==> src/pkg/acccal_pkg.sv <==
/*
 Package for the converter core calibration controller.
 Holds the register map, field positions, reset values, core numbers and timing counts.
 It assumes a byte-addressed register port with 8-bit data.
*/
`default_nettype none
package acccal_pkg;
   localparam int ADDR_W = 8;
   localparam int DATA_W = 8;
   localparam int NUM_CORES = 6;
   localparam int NUM_CHAN = 4;
   localparam int SAMPLE_W = 12;
   localparam int TRIM_W = 8;
   // Register offsets.
   localparam logic [7:0] REG_CAL_CTRL = 8'h80;
   localparam logic [7:0] REG_CAL_STAT = 8'h81;
   localparam logic [7:0] REG_SRC_DLY = 8'h9A;
   localparam logic [7:0] REG_MUX_DLY = 8'h9B;
   localparam logic [7:0] REG_TRIM_BASE = 8'hA0;
   localparam int TRIM_KINDS = 3;
   // Control register fields.
   localparam int BIT_SOFT_TRIG = 0;
   localparam int BIT_TRIG_SEL = 1;
   localparam int BIT_BG_EN = 2;
   localparam int BIT_FG_OFS_EN = 3;
   localparam int BIT_BG_OFS_EN = 4;
   localparam logic [7:0] CTRL_RESET = 8'h00;
   // Status register fields.
   localparam int BIT_FG_BUSY = 0;
   localparam int BIT_FG_DONE = 1;
   localparam int BIT_BG_RUN = 2;
   localparam logic [7:0] DLY_RESET = 8'h00;
   localparam logic [SAMPLE_W-1:0] MID_CODE = 12'h000;
   // Core numbers.
   localparam logic [2:0] CORE_A = 3'h0;
   localparam logic [2:0] CORE_B = 3'h1;
   localparam logic [2:0] SPARE_AB = 3'h2;
   localparam logic [2:0] SPARE_CD = 3'h3;
   localparam logic [2:0] CORE_C = 3'h4;
   localparam logic [2:0] CORE_D = 3'h5;
   // Calibration step times in microseconds and the clock rate.
   localparam int CLK_MHZ = 20;
   localparam int FG_CAL_US = 100;
   localparam int FG_CAL_CYC = FG_CAL_US * CLK_MHZ;
   localparam int OFS_CAL_US = 20;
   localparam int OFS_CAL_CYC = OFS_CAL_US * CLK_MHZ;
   localparam int BG_CORE_US = 50;
   localparam int BG_CORE_CYC = BG_CORE_US * CLK_MHZ;
   typedef enum logic [1:0]
   {
      ACCCAL_IDLE = 2'b00,
      ACCCAL_FG = 2'b01,
      ACCCAL_FG_OFS = 2'b10,
      ACCCAL_BG = 2'b11
   } acccal_state_e;
endpackage : acccal_pkg
`default_nettype wire

==> src/hdl/acccal_ctrl.sv <==
/*
 Converter core calibration controller: foreground and background calibration sequencing,
 core routing, swap delays and per-core trim registers.
 It assumes the register master obeys one-cycle strobes and that the trigger pin is asynchronous.
*/
// The implementer's own choice: the address-and-strobe port.
// Functional notes
// - Foreground calibration takes cores offline; outputs hold mid-code until done.
// - Background calibration keeps data flowing by substituting the spare core.
// - Foreground routing: A to core 0, B to 1, C to 4, D to 5.
// - Background: spare 2 replaces core 0 or 1; spare 3 replaces 4 or 5.
// - Calibration uses the internal reference, not the external input.
// - Foreground calibration runs after reset; host waits before configuring.
// - Trigger comes from pin or software bit per the source select bit.
// - In background one core per pair calibrates at a time; one spare active per pair.
// - Background rotation repeats forever, the spare standing in for each primary core of its pair in turn.
// - Offset, gain and termination trims load per-unit factory values at reset.
// - Trim values are readable and writable by software.
// - Trims are held separately per core and trim kind.
// - Foreground offset enable runs one buffer offset calibration in foreground.
// - Background offset enable keeps correcting offset in the rotation.
`timescale 1ns/1ps
`default_nettype none
module acccal_ctrl #(
   parameter int FG_CYC = acccal_pkg::FG_CAL_CYC,
   parameter int OFS_CYC = acccal_pkg::OFS_CAL_CYC,
   parameter int BG_CYC = acccal_pkg::BG_CORE_CYC,
   parameter logic [acccal_pkg::NUM_CORES*acccal_pkg::TRIM_KINDS*8-1:0] FACTORY_TRIM = '0
)
(
   input wire logic clk,
   input wire logic sys_rst,
   input wire logic [acccal_pkg::ADDR_W-1:0] reg_addr,
   input wire logic [acccal_pkg::DATA_W-1:0] reg_wdata,
   input wire logic reg_wr,
   input wire logic reg_rd,
   output logic [acccal_pkg::DATA_W-1:0] reg_rdata,
   input wire logic cal_trigger_pin,
   input wire logic [acccal_pkg::NUM_CORES*acccal_pkg::SAMPLE_W-1:0] core_sample,
   output logic [acccal_pkg::NUM_CHAN*acccal_pkg::SAMPLE_W-1:0] chan_sample,
   output logic [acccal_pkg::NUM_CORES-1:0] core_use_ref,
   output logic [acccal_pkg::NUM_CORES-1:0] core_cal_active,
   output logic buffer_ofs_cal,
   output logic [2:0] swap_core_ab,
   output logic [2:0] swap_core_cd,
   output logic [7:0] src_delay_out,
   output logic [7:0] mux_delay_out,
   output logic [acccal_pkg::NUM_CORES*acccal_pkg::TRIM_KINDS*8-1:0] trim_out
);
   localparam int SW = acccal_pkg::SAMPLE_W;
   localparam int NT = acccal_pkg::NUM_CORES * acccal_pkg::TRIM_KINDS;

   ////////////////////////////////////////////////////////////////////////////////
   logic [7:0] ctrl_ff;
   logic [7:0] src_dly_ff;
   logic [7:0] mux_dly_ff;
   logic [7:0] trim_ff [NT];
   logic [7:0] rdata_ff;
   logic trig_s1_ff;
   logic trig_s2_ff;
   logic trig_prev_ff;
   logic fg_done_ff;
   logic [31:0] cnt_ff;
   logic [2:0] cal_core_ff;
   logic [1:0] slot_ff;
   acccal_pkg::acccal_state_e state_ff;
   acccal_pkg::acccal_state_e nxt_state;
   logic [31:0] nxt_cnt;

   wire wr_ctrl = reg_wr && reg_addr == acccal_pkg::REG_CAL_CTRL;
   wire wr_src = reg_wr && reg_addr == acccal_pkg::REG_SRC_DLY;
   wire wr_mux = reg_wr && reg_addr == acccal_pkg::REG_MUX_DLY;
   wire [7:0] trim_idx = reg_addr - acccal_pkg::REG_TRIM_BASE;
   wire trim_hit = reg_addr >= acccal_pkg::REG_TRIM_BASE && trim_idx < 8'(NT);
   // The software bit or the synchronised pin, as the select bit chooses.
   wire trig_level = ctrl_ff[acccal_pkg::BIT_TRIG_SEL] ? trig_s2_ff
                     : ctrl_ff[acccal_pkg::BIT_SOFT_TRIG];
   wire trig_rise = trig_level && !trig_prev_ff;
   wire bg_mode = ctrl_ff[acccal_pkg::BIT_BG_EN] && !ctrl_ff[acccal_pkg::BIT_TRIG_SEL]
                  && ctrl_ff[acccal_pkg::BIT_SOFT_TRIG];
   wire fg_busy = state_ff == acccal_pkg::ACCCAL_FG || state_ff == acccal_pkg::ACCCAL_FG_OFS;
   wire cnt_end = cnt_ff == 32'h0;

   ////////////////////////////////////////////////////////////////////////////////
   always_ff @(posedge clk)
   begin
      trig_s1_ff <= cal_trigger_pin;
      trig_s2_ff <= trig_s1_ff;
      trig_prev_ff <= sys_rst ? 1'h0 : trig_level;
   end

   always_ff @(posedge clk)
   begin
      if (sys_rst)
      begin
         ctrl_ff <= acccal_pkg::CTRL_RESET;
         src_dly_ff <= acccal_pkg::DLY_RESET;
         mux_dly_ff <= acccal_pkg::DLY_RESET;
      end
      else
      begin
         if (wr_ctrl)
            ctrl_ff <= reg_wdata;
         if (wr_src)
            src_dly_ff <= reg_wdata;
         if (wr_mux)
            mux_dly_ff <= reg_wdata;
      end
   end

   // Trims reload factory values at reset and are otherwise software writable.
   genvar g;
   generate
      for (g = 0; g < NT; g++)
      begin : g_trim
         always_ff @(posedge clk)
         begin
            if (sys_rst)
               trim_ff[g] <= FACTORY_TRIM[g*8 +: 8];
            else if (reg_wr && trim_hit && trim_idx == 8'(g))
               trim_ff[g] <= reg_wdata;
         end
         assign trim_out[g*8 +: 8] = trim_ff[g];
      end
   endgenerate

   ////////////////////////////////////////////////////////////////////////////////
   always_comb
   begin
      nxt_state = state_ff;
      nxt_cnt = cnt_end ? 32'h0 : cnt_ff - 32'h1;
      case (state_ff)
         acccal_pkg::ACCCAL_FG:
            if (cnt_end)
            begin
               if (ctrl_ff[acccal_pkg::BIT_FG_OFS_EN])
               begin
                  nxt_state = acccal_pkg::ACCCAL_FG_OFS;
                  nxt_cnt = 32'(OFS_CYC - 1);
               end
               else
                  nxt_state = acccal_pkg::ACCCAL_IDLE;
            end
         acccal_pkg::ACCCAL_FG_OFS:
            if (cnt_end)
               nxt_state = acccal_pkg::ACCCAL_IDLE;
         acccal_pkg::ACCCAL_IDLE:
            if (bg_mode)
            begin
               nxt_state = acccal_pkg::ACCCAL_BG;
               nxt_cnt = 32'(BG_CYC - 1);
            end
            else if (trig_rise)
            begin
               nxt_state = acccal_pkg::ACCCAL_FG;
               nxt_cnt = 32'(FG_CYC - 1);
            end
         acccal_pkg::ACCCAL_BG:
            if (!bg_mode)
               nxt_state = acccal_pkg::ACCCAL_IDLE;
            else if (cnt_end)
               nxt_cnt = 32'(BG_CYC - 1);
         default:
            nxt_state = acccal_pkg::ACCCAL_IDLE;
      endcase
   end

   always_ff @(posedge clk)
   begin
      if (sys_rst)
      begin
         state_ff <= acccal_pkg::ACCCAL_FG;
         cnt_ff <= 32'(FG_CYC - 1);
         fg_done_ff <= 1'h0;
      end
      else
      begin
         state_ff <= nxt_state;
         cnt_ff <= nxt_cnt;
         // Done rises on the edge that ends the run, so no read sees neither busy nor done.
         if (fg_busy)
            fg_done_ff <= nxt_state == acccal_pkg::ACCCAL_IDLE;
      end
   end

   // Rotation slot: 0 and 1 calibrate the spares, 2 and 3 the cores they free.
   always_ff @(posedge clk)
   begin
      if (sys_rst || state_ff != acccal_pkg::ACCCAL_BG)
         slot_ff <= 2'h0;
      else if (cnt_end)
         slot_ff <= slot_ff + 2'h1;
   end

   ////////////////////////////////////////////////////////////////////////////////
   // In slots 2 and 3 the spare stands in for the primary core of each pair.
   wire in_bg = state_ff == acccal_pkg::ACCCAL_BG;
   wire sub_a = in_bg && slot_ff == 2'h2;
   wire sub_b = in_bg && slot_ff == 2'h3;
   assign swap_core_ab = sub_a ? acccal_pkg::CORE_A : sub_b ? acccal_pkg::CORE_B
                         : acccal_pkg::SPARE_AB;
   assign swap_core_cd = sub_a ? acccal_pkg::CORE_C : sub_b ? acccal_pkg::CORE_D
                         : acccal_pkg::SPARE_CD;
   wire [2:0] src_a = sub_a ? acccal_pkg::SPARE_AB : acccal_pkg::CORE_A;
   wire [2:0] src_b = sub_b ? acccal_pkg::SPARE_AB : acccal_pkg::CORE_B;
   wire [2:0] src_c = sub_a ? acccal_pkg::SPARE_CD : acccal_pkg::CORE_C;
   wire [2:0] src_d = sub_b ? acccal_pkg::SPARE_CD : acccal_pkg::CORE_D;
   wire [11:0] pick [4];
   assign pick[0] = core_sample[src_a*SW +: SW];
   assign pick[1] = core_sample[src_b*SW +: SW];
   assign pick[2] = core_sample[src_c*SW +: SW];
   assign pick[3] = core_sample[src_d*SW +: SW];

   logic [SW-1:0] out_ff [4];
   generate
      for (g = 0; g < 4; g++)
      begin : g_out
         always_ff @(posedge clk)
            out_ff[g] <= (sys_rst || fg_busy) ? acccal_pkg::MID_CODE : pick[g];
         assign chan_sample[g*SW +: SW] = out_ff[g];
      end
   endgenerate

   // One core per pair under calibration in background; all in foreground.
   wire [5:0] bg_cal = in_bg ? ((6'h01 << swap_core_ab) | (6'h01 << swap_core_cd))
                       : 6'h00;
   assign core_cal_active = fg_busy ? 6'h3F : bg_cal;
   assign core_use_ref = core_cal_active;
   assign buffer_ofs_cal = state_ff == acccal_pkg::ACCCAL_FG_OFS
                           || (in_bg && ctrl_ff[acccal_pkg::BIT_BG_OFS_EN]);
   assign src_delay_out = src_dly_ff;
   assign mux_delay_out = mux_dly_ff;

   ////////////////////////////////////////////////////////////////////////////////
   wire [7:0] stat = {5'h00, in_bg, fg_done_ff, fg_busy};
   wire [7:0] rd_mux = reg_addr == acccal_pkg::REG_CAL_CTRL ? ctrl_ff
                       : reg_addr == acccal_pkg::REG_CAL_STAT ? stat
                       : reg_addr == acccal_pkg::REG_SRC_DLY ? src_dly_ff
                       : reg_addr == acccal_pkg::REG_MUX_DLY ? mux_dly_ff
                       : trim_hit ? trim_ff[trim_idx[4:0]] : 8'h00;
   always_ff @(posedge clk)
      rdata_ff <= sys_rst ? 8'h00 : (reg_rd ? rd_mux : 8'h00);
   assign reg_rdata = rdata_ff;

   ////////////////////////////////////////////////////////////////////////////////
   chk_fg_mid_code: assert property (@(posedge clk) disable iff (sys_rst)
      fg_busy |=> chan_sample == '0)
      else $error("output not mid-code during foreground calibration");
   chk_rst_starts_fg: assert property (@(posedge clk)
      sys_rst |=> state_ff == acccal_pkg::ACCCAL_FG)
      else $error("reset did not start foreground calibration");
   chk_fg_routing: assert property (@(posedge clk) disable iff (sys_rst)
      !in_bg |=> chan_sample[SW +: SW] == $past(core_sample[SW +: SW]) || $past(fg_busy))
      else $error("channel B not routed from core 1");
   chk_one_core_pair: assert property (@(posedge clk) disable iff (sys_rst)
      in_bg |-> $countones(core_cal_active) == 2)
      else $error("more than one core per pair in calibration");
   chk_spare_sub: assert property (@(posedge clk) disable iff (sys_rst)
      sub_a |-> swap_core_ab == acccal_pkg::CORE_A && src_a == acccal_pkg::SPARE_AB)
      else $error("spare not substituted for core 0");
   chk_trig_start: assert property (@(posedge clk) disable iff (sys_rst)
      state_ff == acccal_pkg::ACCCAL_IDLE && !bg_mode && trig_rise
      |=> state_ff == acccal_pkg::ACCCAL_FG)
      else $error("trigger did not start foreground calibration");
   chk_src_delay_wr: assert property (@(posedge clk) disable iff (sys_rst)
      wr_src |=> src_delay_out == $past(reg_wdata))
      else $error("source delay write lost");
   chk_ofs_once: assert property (@(posedge clk) disable iff (sys_rst)
      state_ff == acccal_pkg::ACCCAL_FG_OFS && cnt_end |=> state_ff == acccal_pkg::ACCCAL_IDLE)
      else $error("foreground offset calibration did not finish");
   chk_status_busy: assert property (@(posedge clk) disable iff (sys_rst)
      reg_rd && reg_addr == acccal_pkg::REG_CAL_STAT |=> reg_rdata[0] == $past(fg_busy))
      else $error("busy status wrong");
   cov_bg_rotate: cover property (@(posedge clk) disable iff (sys_rst) sub_a ##1 sub_b);
   cov_fg_ofs: cover property (@(posedge clk) disable iff (sys_rst)
      state_ff == acccal_pkg::ACCCAL_FG_OFS);
   cov_pin_trig: cover property (@(posedge clk) disable iff (sys_rst)
      trig_rise && ctrl_ff[acccal_pkg::BIT_TRIG_SEL]);
endmodule : acccal_ctrl
`default_nettype wire

==> config.mk <==
export PLATFORM = sky130hd
export DESIGN_NAME = acccal_ctrl
export DESIGN_NICKNAME = d
export VERILOG_FILES = /design/src/pkg/acccal_pkg.sv /design/src/hdl/acccal_ctrl.sv
export SDC_FILE = /design/constraint.sdc
export NUM_CORES = 1
export LEC_CHECK = 0
export BUFFER_PORTS_ARGS = -buffer_cell sky130_fd_sc_hd__buf_4
export CAP_MARGIN = 40
export CORE_MARGIN = 2
export CORE_UTILIZATION = 57
export CTS_CLUSTER_SIZE = 40
export DETAILED_ROUTE_END_ITERATION = 16
export PLACE_DENSITY_LB_ADDON = 0.12
export SYNTH_ARGS = -nofsm -noshare
export SYNTH_HDL_FRONTEND = slang
export SYNTH_SLANG_ARGS = --single-unit
==> constraint.sdc <==
create_clock -name clk -period 5.14 [get_ports clk]
set_input_delay 0.257 -clock clk [delete_from_list [all_inputs] [get_ports clk]]
set_output_delay 0.257 -clock clk [all_outputs]
set_load 0.05 [all_outputs]
==> parameters.txt, run 1 <==
Parameter                              Value

Critical path
  Worst EP required ... 4.88 ns
  Buffers & Inverters on Critical Path ... 3
  Chain of cells forming the critical path ... ha_1 -> and2_1 -> clkinv_1 -> buf_4 -> nand2b_1 -> buf_4
  Slowest-stage cell, CP ... ha_1
  Largest fanout on the critical path ... 27
  Crit path capture type ... output pin
  Cell with the most instances on the worst path ... buf_4
  Data arrival time at the worst-slack endpoint ... 2.45 ns
  Critical Path Max Stage Delay ... 0.43 ns
  Category of the worst setup path launch point ... register
  Crit Path Category ... register to output pin
  Cell type group with the largest total delay on the critical path ... buffers and inverters

Floorplanning
  Height of the die ... 149 um
  Area of the placeable core ... 20900 um^2
  Width of the chip ... 149 um
  Starting Density ... 0.577
  Num ports ... 328
  Die area ... 22300 um^2
  Placement Rows ... 53

Pwr
  Leakage ... 6.89 nW
  Worst supply voltage drop on vdd ... 0.299 mV
  Power per cell area ... 324 nW/um^2
  Total power draw ... 5.33 mW

Status
  Status ... finished, final reports clean

CTS
  TritonCTS clock tree ... done
  Total number of H-tree levels ... 1
  Clk sinks ... 264
  Clock buffer count from CTS ... 28
  CTS Hold Bufs ... 80
  Clock transition at the registers of the reported paths ... 0.06 ns
  Number of buffers on the longest clock path ... 3
  Postcts setup bufs ... 0
  Master cell of the clock root buffer ... clkbuf_16
  Post_cts resized ... 0
  Clk_lat worst skew ... 0.54 ns

Finish
  Fraction of final layout cells sized beyond drive strength 1 ... 0.296
  Commonest non-fill, non-tap cell in the layout ... buf_4
  Top library cells by usage in the layout, fill and taps aside ... 332 x buf_4, 148 x and2_1, 144 x edfxtp_1
  Utilization of the core after routing ... 0.786
  Number of diodes added for antenna fixing ... 0
  Area Overhead vs Synth ... 36.3%
  Fill cell count ... 1288
  Fin nets ... 1578

Place
  HPWL reported at the end of detailed placement ... 27100 um
  IO Port Bufs ... 326
  Placer congestion estimate ... 0.921

Synthesis
  Netlist cell types ... 68
  Number of enable flip-flop cells after synthesis ... 144
  Ys Warns ... 0
  Syn nets ... 1199
  Sequential cell area fraction in the yosys report ... 0.558
  Number of cells produced by synthesis ... 1097
  Most common flop cell mapped by yosys ... edfxtp_1
  #FFs+latches synth ... 264
  Post-synthesis async set-or-reset flop share ... 0
  Netlist Area Pre-Place ... 12000 um^2
  Mean Syn Cell Area ... 11.0 um^2

Timing
  Headroom to the max-slew limit ... 0.438
  Count of final hold-check violations ... 0
  Post-route setup TNS ... 0 ns
  Unrepaired setup endpoints after global routing ... false
  Minimum clock period after layout ... 2.71 ns
  Hold WS ... 0.0340 ns
  Final period util ... 0.527
  Skew final ... 0.0178 ns
  Total setup violations reported at the end of the flow ... 0
  Achievable frequency ... 0.369 GHz
  Slew Limit Fails ... 0
  Transition time at the pin with the least slew margin ... 0.842 ns

Global routing
  Number of global-route vias before repair ... 10200
  GR Util All Layers ... 0.358
  Remaining Overflow, GRT ... 0
  First-pass GRT wire length ... 60100 um
  Maximum number of pins on one net before global-route repair ... 51
  Antenna violations before repair ... 1

Detailed routing
  Detailed Route Iter0 Violations ... 1033
  Router iterations before antenna repair ... 5
  Average vias per placed instance ... 5.99
  Total vias in the final route ... 10600
  Number of routed nets with antenna violations ... 0
  Number of design rule violations left after detail routing ... 0
  Final Routed Wirelength ... 41200 um
  Wire length per cell ... 23.2 um

Flow run
  Max-Cap Viols ... 0

Worst hold path
  Class of the most critical hold timing path ... input port to register
-- cell usage after synthesis, types with 2 or more instances --
master | count | area (um^2)
and2_1 | 148 | 926
edfxtp_1 | 144 | 4320
nand2_1 | 132 | 495
dfxtp_1 | 120 | 2400
a21oi_1 | 88 | 440
nor2_1 | 69 | 259
clkbuf_1 | 53 | 199
mux2i_1 | 41 | 410
mux4_2 | 32 | 721
nand3_1 | 24 | 120
nor3_1 | 20 | 100
o31ai_1 | 17 | 128
inv_1 | 16 | 60.1
o21ai_0 | 15 | 75.1
xor2_1 | 14 | 123
buf_4 | 10 | 75.1
ha_1 | 9 | 113
nor2b_1 | 9 | 56.3
a22oi_1 | 8 | 60.1
buf_1 | 8 | 30.0
buf_2 | 8 | 40.0
or3_1 | 8 | 50.1
or4_1 | 8 | 60.1
xnor2_1 | 8 | 70.1
nor4_1 | 6 | 37.5
o221ai_1 | 6 | 52.6
a2bb2oi_1 | 5 | 43.8
a31oi_1 | 5 | 31.3
nand3b_1 | 5 | 37.5
o21ai_1 | 5 | 25.0
nand2b_1 | 4 | 25.0
nand3_2 | 3 | 30.0
nand4_1 | 3 | 18.8
nor3b_1 | 3 | 22.5
a21o_1 | 2 | 15.0
a221oi_1 | 2 | 17.5
and3_1 | 2 | 12.5
and3b_1 | 2 | 17.5
buf_6 | 2 | 22.5
nand4b_1 | 2 | 17.5
o211ai_1 | 2 | 15.0
o22ai_1 | 2 | 12.5
or2_2 | 2 | 12.5
-- report_power, final --
part / internal (mW) / switching (mW) / total, mW
Clock: 1.28 / 0.830 / 2.11
Combinational: 0.280 / 0.555 / 0.836
Sequential: 2.31 / 0.0697 / 2.38
-- stage by stage --
step | cell area (um^2) | instances | worst slack (ns)
2_1_floorplan | 12000 | 1097 | 2.29
3_3_place_gp | 14500 | 1621 | 2.15
3_5_place_dp | 14700 | 1641 | 2.19
4_1_cts | 16400 | 1773 | 2.52
5_1_grt | 16400 | 1773 | 2.31
6_report | 16400 | 1773 | 2.43
-- routing by layer --
metal  track usage  share of wire  vias up
li1              -              -     4649
met1         0.442           0.36     5109
met2         0.590           0.48      706
met3        0.0875          0.099      162
met4         0.180          0.055        2
met5             0        0.00032        -
-- state kept, by name, indices dropped and copies added (netlist names) --
register,cells
trim_ff,144
out_ff,48
cnt_ff,32
ctrl_ff,8
mux_delay_out,8
reg_rdata,8
src_delay_out,8
slot_ff,2
state_ff,2
fg_done_ff,1
trig_prev_ff,1
trig_s1_ff,1
trig_s2_ff,1
-- final timing paths --
check	start	to	slack, ns	cells after the start
min reg2reg	trig_s1_ff	trig_s2_ff	0.33	0
min	core_sample[11]	out_ff[0][11]	0.03	3
max	state_ff[1]	core_cal_active[0]	2.43	6
max reg2reg	cnt_ff[14]	cnt_ff[23]	2.54	5
-- worst min-delay path, delay by kind of cell --
| family | cells | cell delay [ns] |
|---|---|---|
| and+or+nand+nor | 1 | 0.08 |
| buffers and inverters | 1 | 0.11 |
| AOI/OAI and AO/OA | 1 | 0.07 |
-- cell families (layout without fill, tap and decap cells) --
| family | after synthesis | count (layout) | synth area share |
|---|---|---|---|
| simple gates | 462 | 462 | 0.202 |
| flops | 264 | 264 | 0.558 |
| compound gates | 166 | 166 | 0.0828 |
| buf+inv | 99 | 500 | 0.0361 |
| mux | 74 | 74 | 0.0948 |
| xor+xnor | 22 | 22 | 0.0160 |
| fa+ha+maj | 9 | 9 | 0.00935 |
| other cells | 1 | 1 | 0.000311 |
-- cell type report --
class                      instances  area [um^2]  area share
multi-input combinational        734         4880       0.297
tap                              275          344      0.0210
clock buffer                      35          790      0.0481
sequential                       264         6730       0.410
clock inverter                    17          180      0.0110
inverter                          17         63.8     0.00389
timing repair buffer             431         3430       0.209
(Power assumes the default switching activity.)
==> run 2, diff against run 1 <==
--- a/config.mk
+++ b/config.mk
@@ -8,7 +8,7 @@
 export BUFFER_PORTS_ARGS = -buffer_cell sky130_fd_sc_hd__buf_4
 export CAP_MARGIN = 40
 export CORE_MARGIN = 2
-export CORE_UTILIZATION = 57
+export CORE_UTILIZATION = 48
 export CTS_CLUSTER_SIZE = 40
 export DETAILED_ROUTE_END_ITERATION = 16
 export PLACE_DENSITY_LB_ADDON = 0.12
==> constraint.sdc (replaced) <==
create_clock -name clk -period 2.2 [get_ports clk]
set_input_delay 0.11 -clock clk [delete_from_list [all_inputs] [get_ports clk]]
set_output_delay 0.11 -clock clk [all_outputs]
set_load 0.05 [all_outputs]
==> parameters.txt, run 2 (same netlist as run 1, synthesis figures left out) <==
Parameter                              Value

Finish
  Max FFs per register ... 144 (unchanged)
  Most flops, register ... trim_ff
  Registers with the most flip-flops ... trim_ff (144), out_ff (48), cnt_ff (32)
  Fin nets ... 1664 (+5.4%)
  Number of diodes added for antenna fixing ... 0 (unchanged)
  Utilization of the core after routing ... 0.711 (-0.0749)
  Fraction of final layout cells sized beyond drive strength 1 ... 0.340 (+0.0448)
  Commonest non-fill, non-tap cell in the layout ... buf_4
  Area Overhead vs Synth ... 44.4%
  Top library cells by usage in the layout, fill and taps aside ... 417 x buf_4, 147 x and2_1, 144 x edfxtp_1

CTS
  Clk_lat worst skew ... 0.55 ns (about the same)
  Clock transition at the registers of the reported paths ... 0.06 ns (about the same)
  Clk sinks ... 264 (unchanged)
  Number of buffers on the longest clock path ... 3 (unchanged)
  Master cell of the clock root buffer ... clkbuf_16
  Total number of H-tree levels ... 1 (unchanged)
  TritonCTS clock tree ... done
  Clock buffer count from CTS ... 28 (unchanged)

Timing
  Skew final ... 0.0177 ns (-0.000128 ns)
  Final period util ... 0.968
  Slew Limit Fails ... 0 (unchanged)
  Count of final hold-check violations ... 0 (unchanged)
  Unrepaired setup endpoints after global routing ... true
  Headroom to the max-slew limit ... 0.508 (+0.0705)
  Minimum clock period after layout ... 2.13 ns
  Achievable frequency ... 0.469 GHz
  Transition time at the pin with the least slew margin ... 0.736 ns (-0.105 ns)
  Hold WS ... 0.0206 ns (-0.0133 ns)
  Total setup violations reported at the end of the flow ... 0 (unchanged)

Critical path
  Data arrival time at the worst-slack endpoint ... 2.02 ns (-0.43 ns)
  Largest fanout on the critical path ... 8 (-70%)
  Category of the worst setup path launch point ... register
  Crit Path Category ... register to output pin
  Crit path capture type ... output pin
  Worst EP required ... 2.09 ns (-2.79 ns)

Pwr
  Cell Int Power ... 9.30 mW (+140%)
  Combinational group share of total power ... 0.160 (+0.003)
  Power share of the clock group ... 0.405 (+0.008)
  Flop pwr share ... 0.435 (-0.011)
  Power per cell area ... 733 nW/um^2 (+130%)
  Proportion of total power due to net switching ... 0.271 (-0.00267)
  Worst supply voltage drop on vdd ... 0.550 mV (+84%)
  Total power draw ... 12.7 mW (+140%)
  Sw power ... 3.45 mW (+140%)
  Leakage ... 7.38 nW (+7.0%)

Status
  Status ... finished, final reports clean

Detailed routing
  Wire length per cell ... 21.8 um (-6.2%)
  Router iterations before antenna repair ... 5 (unchanged)
  Average vias per placed instance ... 5.59 (-6.8%)
  Total vias in the final route ... 10700 (+0.24%)
  Number of routed nets with antenna violations ... 0 (unchanged)
  Detailed Route Iter0 Violations ... 992 (-4.0%)
  Final Routed Wirelength ... 41500 um (+0.87%)
  Number of design rule violations left after detail routing ... 0 (unchanged)

Flow run
  Max-Cap Viols ... 0 (unchanged)

Global routing
  Maximum number of pins on one net before global-route repair ... 42 (-18%)
  First-pass GRT wire length ... 61900 um (+3.0%)
  Antenna violations before repair ... 0 (-1)
  Met1 Track Usage GR ... 0.410 (-0.0313)
  Remaining Overflow, GRT ... 0 (unchanged)
  GR peak layer ... met2
  Global routing met2 resource utilization ... 0.509 (-0.0804)
  Number of global-route vias before repair ... 10500 (+2.3%)
  Global-route track usage on met3 ... 0.0499 (-0.0376)
  GR Util All Layers ... 0.306 (-0.0524)

Place
  IO Port Bufs ... 326 (unchanged)
  HPWL reported at the end of detailed placement ... 27600 um (+1.9%)
  Placer congestion estimate ... 0.866 (-5.9%)

Floorplanning
  Die area ... 26400 um^2 (+18%)
  Starting Density ... 0.492 (-0.0842)
  Height of the die ... 162 um (+8.7%)
  Num ports ... 328 (unchanged)
  Width of the chip ... 162 um (+8.7%)
  Placement Rows ... 57 (+7.5%)
  Area of the placeable core ... 24500 um^2 (+17%)

Worst hold path
  Class of the most critical hold timing path ... input port to register
[run 2: changes by cell type in the layout (fill, tap and decap cells not counted), sizes merged]
| cell | before | now |
|---|---|---|
| buf | 351 | 422 |
| dlygate4sd3 | 80 | 95 |
| bufinv | 4 | 5 |
| inv | 16 | 15 |
| clkinv | 12 | 9 |
| clkbuf | 35 | 37 |
[run 2: power groups by stage]
| stage | Clock, mW | Sequential [mW] | Combinational [mW] |
|---|---|---|---|
| final | 5.16 | 5.54 | 2.04 |
| after global routing | 5.40 | 5.55 | 2.13 |
| after CTS | 5.20 | 5.53 | 2.01 |
| after detailed placement | 0 | 5.64 | 1.89 |
| after global placement | 0 | 5.63 | 1.87 |
| after floorplan | 0 | 6.20 | 0.592 |
[run 2: worst max-delay path: stages, from the launching register on]
cell	delay, ns
dfxtp_4	0.38
inv_1	0.07
ha_1	0.31
buf_4	0.18
or2_2	0.34
buf_4	0.20
[run 2: layout make-up]
class / count / area, um^2
flip-flops and latches: 264 / 6740
well taps: 324 / 405
clock buffers: 37 / 817
clock inverters: 14 / 194
inverters: 17 / 80.1
fillers: 1770 / 7070
repair buffers: 517 / 4170
multi-input cells: 734 / 4990
[run 2: path summary, 6_finish.rpt]
kind	start	cells past startpoint	to	slack [ns]
max	state_ff[0]	5	core_cal_active[5]	0.07
min	reg_wdata[6]	3	ctrl_ff[6]	0.02
max reg2reg	slot_ff[0]	8	out_ff[0][4]	0.08
min reg2reg	trig_s1_ff	0	trig_s2_ff	0.35
[run 2: per-layer routing]
| metal | routed length, um | up-vias | part of all wire |
|---|---|---|---|
| met5 | 0 | - | 0 |
| met2 | 20000 | 583 | 0.48 |
| li1 | - | 4827 | - |
| met3 | 3530 | 87 | 0.085 |
| met4 | 1410 | 0 | 0.034 |
| met1 | 16600 | 5157 | 0.40 |
[run 2: repair_timing]
| action | 4_1_cts | 5_1_grt |
|---|---|---|
| pin swaps | 1 | 7 |
| hold buffers | 95 | 1 |
| endpoints found under the hold margin | 58 | 1 |
| resized for setup | 11 | 21 |
| setup endpoints to repair | 42 | 75 |
| buffers inserted | 7 | 4 |
[run 2: metrics by stage]
stage                     setup WS [ns]  instances  setup TNS, ns  cell area (um^2)
final                            0.0700       1907              0             17400
after global routing            -0.0118       1907        -0.0550             17400
after CTS                        0.0133       1903              0             17300
after detailed placement         -0.118       1751         -0.261             15200
after global placement          -0.0595       1750        -0.0923             15200
after floorplan                 -0.0252       1097        -0.0756             12100
==> run 3, diff against run 2 <==
--- a/config.mk
+++ b/config.mk
@@ -5,6 +5,7 @@
 export SDC_FILE = /design/constraint.sdc
 export NUM_CORES = 1
 export LEC_CHECK = 0
+export ABC_AREA = 1
 export BUFFER_PORTS_ARGS = -buffer_cell sky130_fd_sc_hd__buf_4
 export CAP_MARGIN = 40
 export CORE_MARGIN = 2
@@ -12,6 +13,7 @@
 export CTS_CLUSTER_SIZE = 40
 export DETAILED_ROUTE_END_ITERATION = 16
 export PLACE_DENSITY_LB_ADDON = 0.12
+export RECOVER_POWER = 25
 export SYNTH_ARGS = -nofsm -noshare
 export SYNTH_HDL_FRONTEND = slang
 export SYNTH_SLANG_ARGS = --single-unit
==> parameters.txt, run 3 <==
Parameter                              Value

CTS
  TritonCTS clock tree ... done
  Clock buffer count from CTS ... 29 (+3.6%)
  Clock transition at the registers of the reported paths ... 0.06 ns (about the same)
  Number of buffers on the longest clock path ... 3 (unchanged)
  Master cell of the clock root buffer ... clkbuf_16
  Clk_lat worst skew ... 0.55 ns (about the same)
  Total number of H-tree levels ... 1 (unchanged)
  Clk sinks ... 264 (unchanged)

Place
  IO Port Bufs ... 326 (unchanged)
  HPWL reported at the end of detailed placement ... 30300 um (+9.9%)
  Placer congestion estimate ... 0.909 (+4.9%)
  Placed cell count ... 2121 (+21%)
  Post-DP Area ... 15100 um^2 (-0.64%)

Global routing
  First-pass GRT wire length ... 66000 um (+6.7%)
  Number of global-route vias before repair ... 11700 (+12%)
  Maximum number of pins on one net before global-route repair ... 48 (+14%)
  GR Util All Layers ... 0.326 (+0.0200)
  Remaining Overflow, GRT ... 0 (unchanged)
  Antenna violations before repair ... 0 (unchanged)

Synthesis
  Yosys top cell area share ... 0.362 (+0.00255)
  Most common flop cell mapped by yosys ... edfxtp_1
  Ys Warns ... 0 (unchanged)
  Cell type contributing the most total cell area after synthesis ... edfxtp_1
  Syn nets ... 1573 (+31%)
  Sequential cell area fraction in the yosys report ... 0.562 (+0.00397)
  Mean Syn Cell Area ... 8.13 um^2 (-26%)
  Number of cells produced by synthesis ... 1471 (+34%)
  Number of enable flip-flop cells after synthesis ... 144 (unchanged)
  Commonest cells in the netlist ... 455 x nor2_1, 261 x nand2_1, 144 x edfxtp_1
  Cell with the most instances after synthesis ... nor2_1
  #FFs+latches synth ... 264 (unchanged)
  Netlist cell types ... 37 (-46%)
  Netlist Area Pre-Place ... 12000 um^2 (-0.71%)
  Most area-consuming cells after synthesis ... edfxtp_1 36%, dfxtp_1 20%, nor2_1 14%
  Post-synthesis async set-or-reset flop share ... 0 (unchanged)

Critical path
  Critical Path Max Stage Delay ... 0.55 ns (+0.17 ns)
  Largest fanout on the critical path ... 23 (+15)
  Data arrival time at the worst-slack endpoint ... 2.63 ns (+0.61 ns)
  Crit Path Category ... register to register
  Cell count of the worst reg-to-reg path ... 8 (unchanged)
  Buffers & Inverters on Critical Path ... 4 (+1)
  Worst reg2reg startpoint ... state_ff[0]
  R2r endpoint ... out_ff[2][5]
  Chain of cells forming the critical path ... inv_1 -> ha_2 -> nor2_4 -> buf_12 -> clkbuf_16 -> o21ai_0 -> nor2_1 -> dlygate4sd3_1
  Reg2reg setup slack ... 0.06 ns (-0.02 ns)
  Worst EP required ... 2.69 ns (+0.60 ns)
  Slowest-stage cell, CP ... dlygate4sd3_1
  Category of the worst setup path launch point ... register
  Crit path capture type ... register
  Cell type group with the largest total delay on the critical path ... buffers and inverters

Finish
  Registers with the most flip-flops ... trim_ff (144), out_ff (48), cnt_ff (32)
  Fin area ... 16800 um^2 (-3.4%)
  Area Overhead vs Synth ... 40.6%
  Number of diodes added for antenna fixing ... 0 (unchanged)
  Final non-filler cell total ... 2291 (+20%)
  Max FFs per register ... 144 (unchanged)
  Fraction of final layout cells sized beyond drive strength 1 ... 0.168 (-0.172)
  Top library cells by usage in the layout, fill and taps aside ... 450 x nor2_1, 259 x nand2_1, 233 x buf_4
  Most flops, register ... trim_ff
  Fin nets ... 2046 (+23%)
  Commonest non-fill, non-tap cell in the layout ... nor2_1

Pwr
  Total power draw ... 12.7 mW (-0.72%)
  Worst supply voltage drop on vdd ... 0.530 mV (-3.6%)
  Power per cell area ... 753 nW/um^2 (+2.7%)
  Leakage ... 7.35 nW (-0.40%)

Timing
  Skew final ... 0.00865 ns (-0.00906 ns)
  Total setup violations reported at the end of the flow ... 0 (unchanged)
  Headroom to the max-slew limit ... 0.478 (-0.0300)
  Unrepaired setup endpoints after global routing ... false
  Slew Limit Fails ... 0 (unchanged)
  Final period util ... 0.971 (+0.00239)
  Count of final hold-check violations ... 0 (unchanged)
  Minimum clock period after layout ... 2.14 ns (+0.00526 ns)
  Transition time at the pin with the least slew margin ... 0.786 ns (+0.0498 ns)
  Post-route setup TNS ... 0 ns (unchanged)
  Achievable frequency ... 0.468 GHz (-0.25%)

Status
  Status ... finished, final reports clean

Detailed routing
  Final Routed Wirelength ... 45000 um (+8.4%)
  Total vias in the final route ... 12300 (+15%)
  Detailed Route Iter0 Violations ... 1256 (+27%)
  Number of design rule violations left after detail routing ... 0 (unchanged)
  Number of routed nets with antenna violations ... 0 (unchanged)
  Wire length per cell ... 19.6 um (-9.8%)
  Router iterations before antenna repair ... 5 (unchanged)
  Average vias per placed instance ... 5.37 (-3.9%)

Flow run
  Max-Cap Viols ... 0 (unchanged)

Floorplanning
  Num ports ... 328 (unchanged)
  Width of the chip ... 162 um (-0.34%)
  Area of the placeable core ... 24400 um^2 (-0.29%)
  Starting Density ... 0.490 (-0.00205)
  Die area ... 26200 um^2 (-0.69%)
  Placement Rows ... 57 (unchanged)
  Height of the die ... 162 um (-0.34%)

Worst hold path
  Class of the most critical hold timing path ... input port to register
  Critical hold path startpoint ... reg_wr
  Worst min-delay path endpoint ... mux_delay_out[0]
  WHS Path Cells ... 4 (+1)
[run 3: worst reg2reg max path, cell delays in order, from the launching register on]
cell	delay [ns]
dfxtp_2	0.37
inv_1	0.09
ha_2	0.35
nor2_4	0.18
buf_12	0.13
clkbuf_16	0.17
o21ai_0	0.11
nor2_1	0.13
dlygate4sd3_1	0.55
[run 3: kinds of logic after synthesis]
family / share of synthesized area
buffers and inverters: 0.0599
adder cells (fa/ha/maj): 0.00942
AO/OA/AOI/OAI: 0.0807
XOR/XNOR: 0.0117
other: 0.000314
AND/OR/NAND/NOR: 0.276
flip-flops: 0.562
[run 3: worst max path at each step]
stage | end | depth (start not counted) | slack, ns | startpoint
after detailed placement | trim_ff[4][5] | 15 | 0.07 | reg_addr[5]
final | out_ff[2][5] | 8 | 0.06 | state_ff[0]
after global routing | core_cal_active[1] | 5 | 0.003 | state_ff[1]
after global placement | trim_ff[15][2] | 14 | 0.09 | reg_addr[5]
after floorplan | trim_ff[1][0] | 10 | -0.10 | reg_addr[5]
after CTS | core_use_ref[2] | 7 | -0.03 | slot_ff[1]
[run 3: power by group]
part | total, mW | leakage, nW | switching [mW] | internal (mW)
logic | 2.03 | 4.51 | 1.43 | 0.599
clock network | 5.08 | 0.501 | 1.99 | 3.09
registers | 5.54 | 2.34 | 0.153 | 5.39
total | 12.7 | 7.35 | 3.58 | 9.08
[run 3: stage by stage]
step           hold WS [ns]   util  setup WS (ns)
2_1_floorplan         0.138      -         -0.104
3_3_place_gp          0.224  0.621         0.0879
3_5_place_dp          0.217  0.621         0.0683
4_1_cts              0.0649  0.708        -0.0315
5_1_grt              0.0902  0.689        0.00301
6_report             0.0785  0.689         0.0648
[run 3: repair_timing]
| action | CTS | global route |
|---|---|---|
| hold buffers | 110 | 0 |
| setup buffers | 0 | 4 |
| gates resized for setup | 1 | 11 |
| cloned | 0 | 2 |
| hold endpoints to repair | 70 | 0 |
| pin swaps | 0 | 3 |
| setup endpoints to repair | 4 | 53 |
[run 3: layer usage]
metal | GRT usage | up-vias | share of wire
met5 | 0 | - | 0
met4 | 0.134 | 0 | 0.046
met3 | 0.0661 | 130 | 0.095
met2 | 0.550 | 698 | 0.48
met1 | 0.411 | 5757 | 0.38
li1 | - | 5713 | -
[run 3: layout make-up]
| cell class | instances | area (um^2) |
|---|---|---|
| Clock buffer | 40 | 827 |
| Inverter | 110 | 427 |
| Sequential cell | 264 | 6730 |
| Fill cell | 2056 | 7580 |
| Timing Repair Buffer | 507 | 3620 |
| Multi-Input combinational cell | 1032 | 4630 |
| Tap cell | 324 | 405 |
| Clock inverter | 14 | 176 |
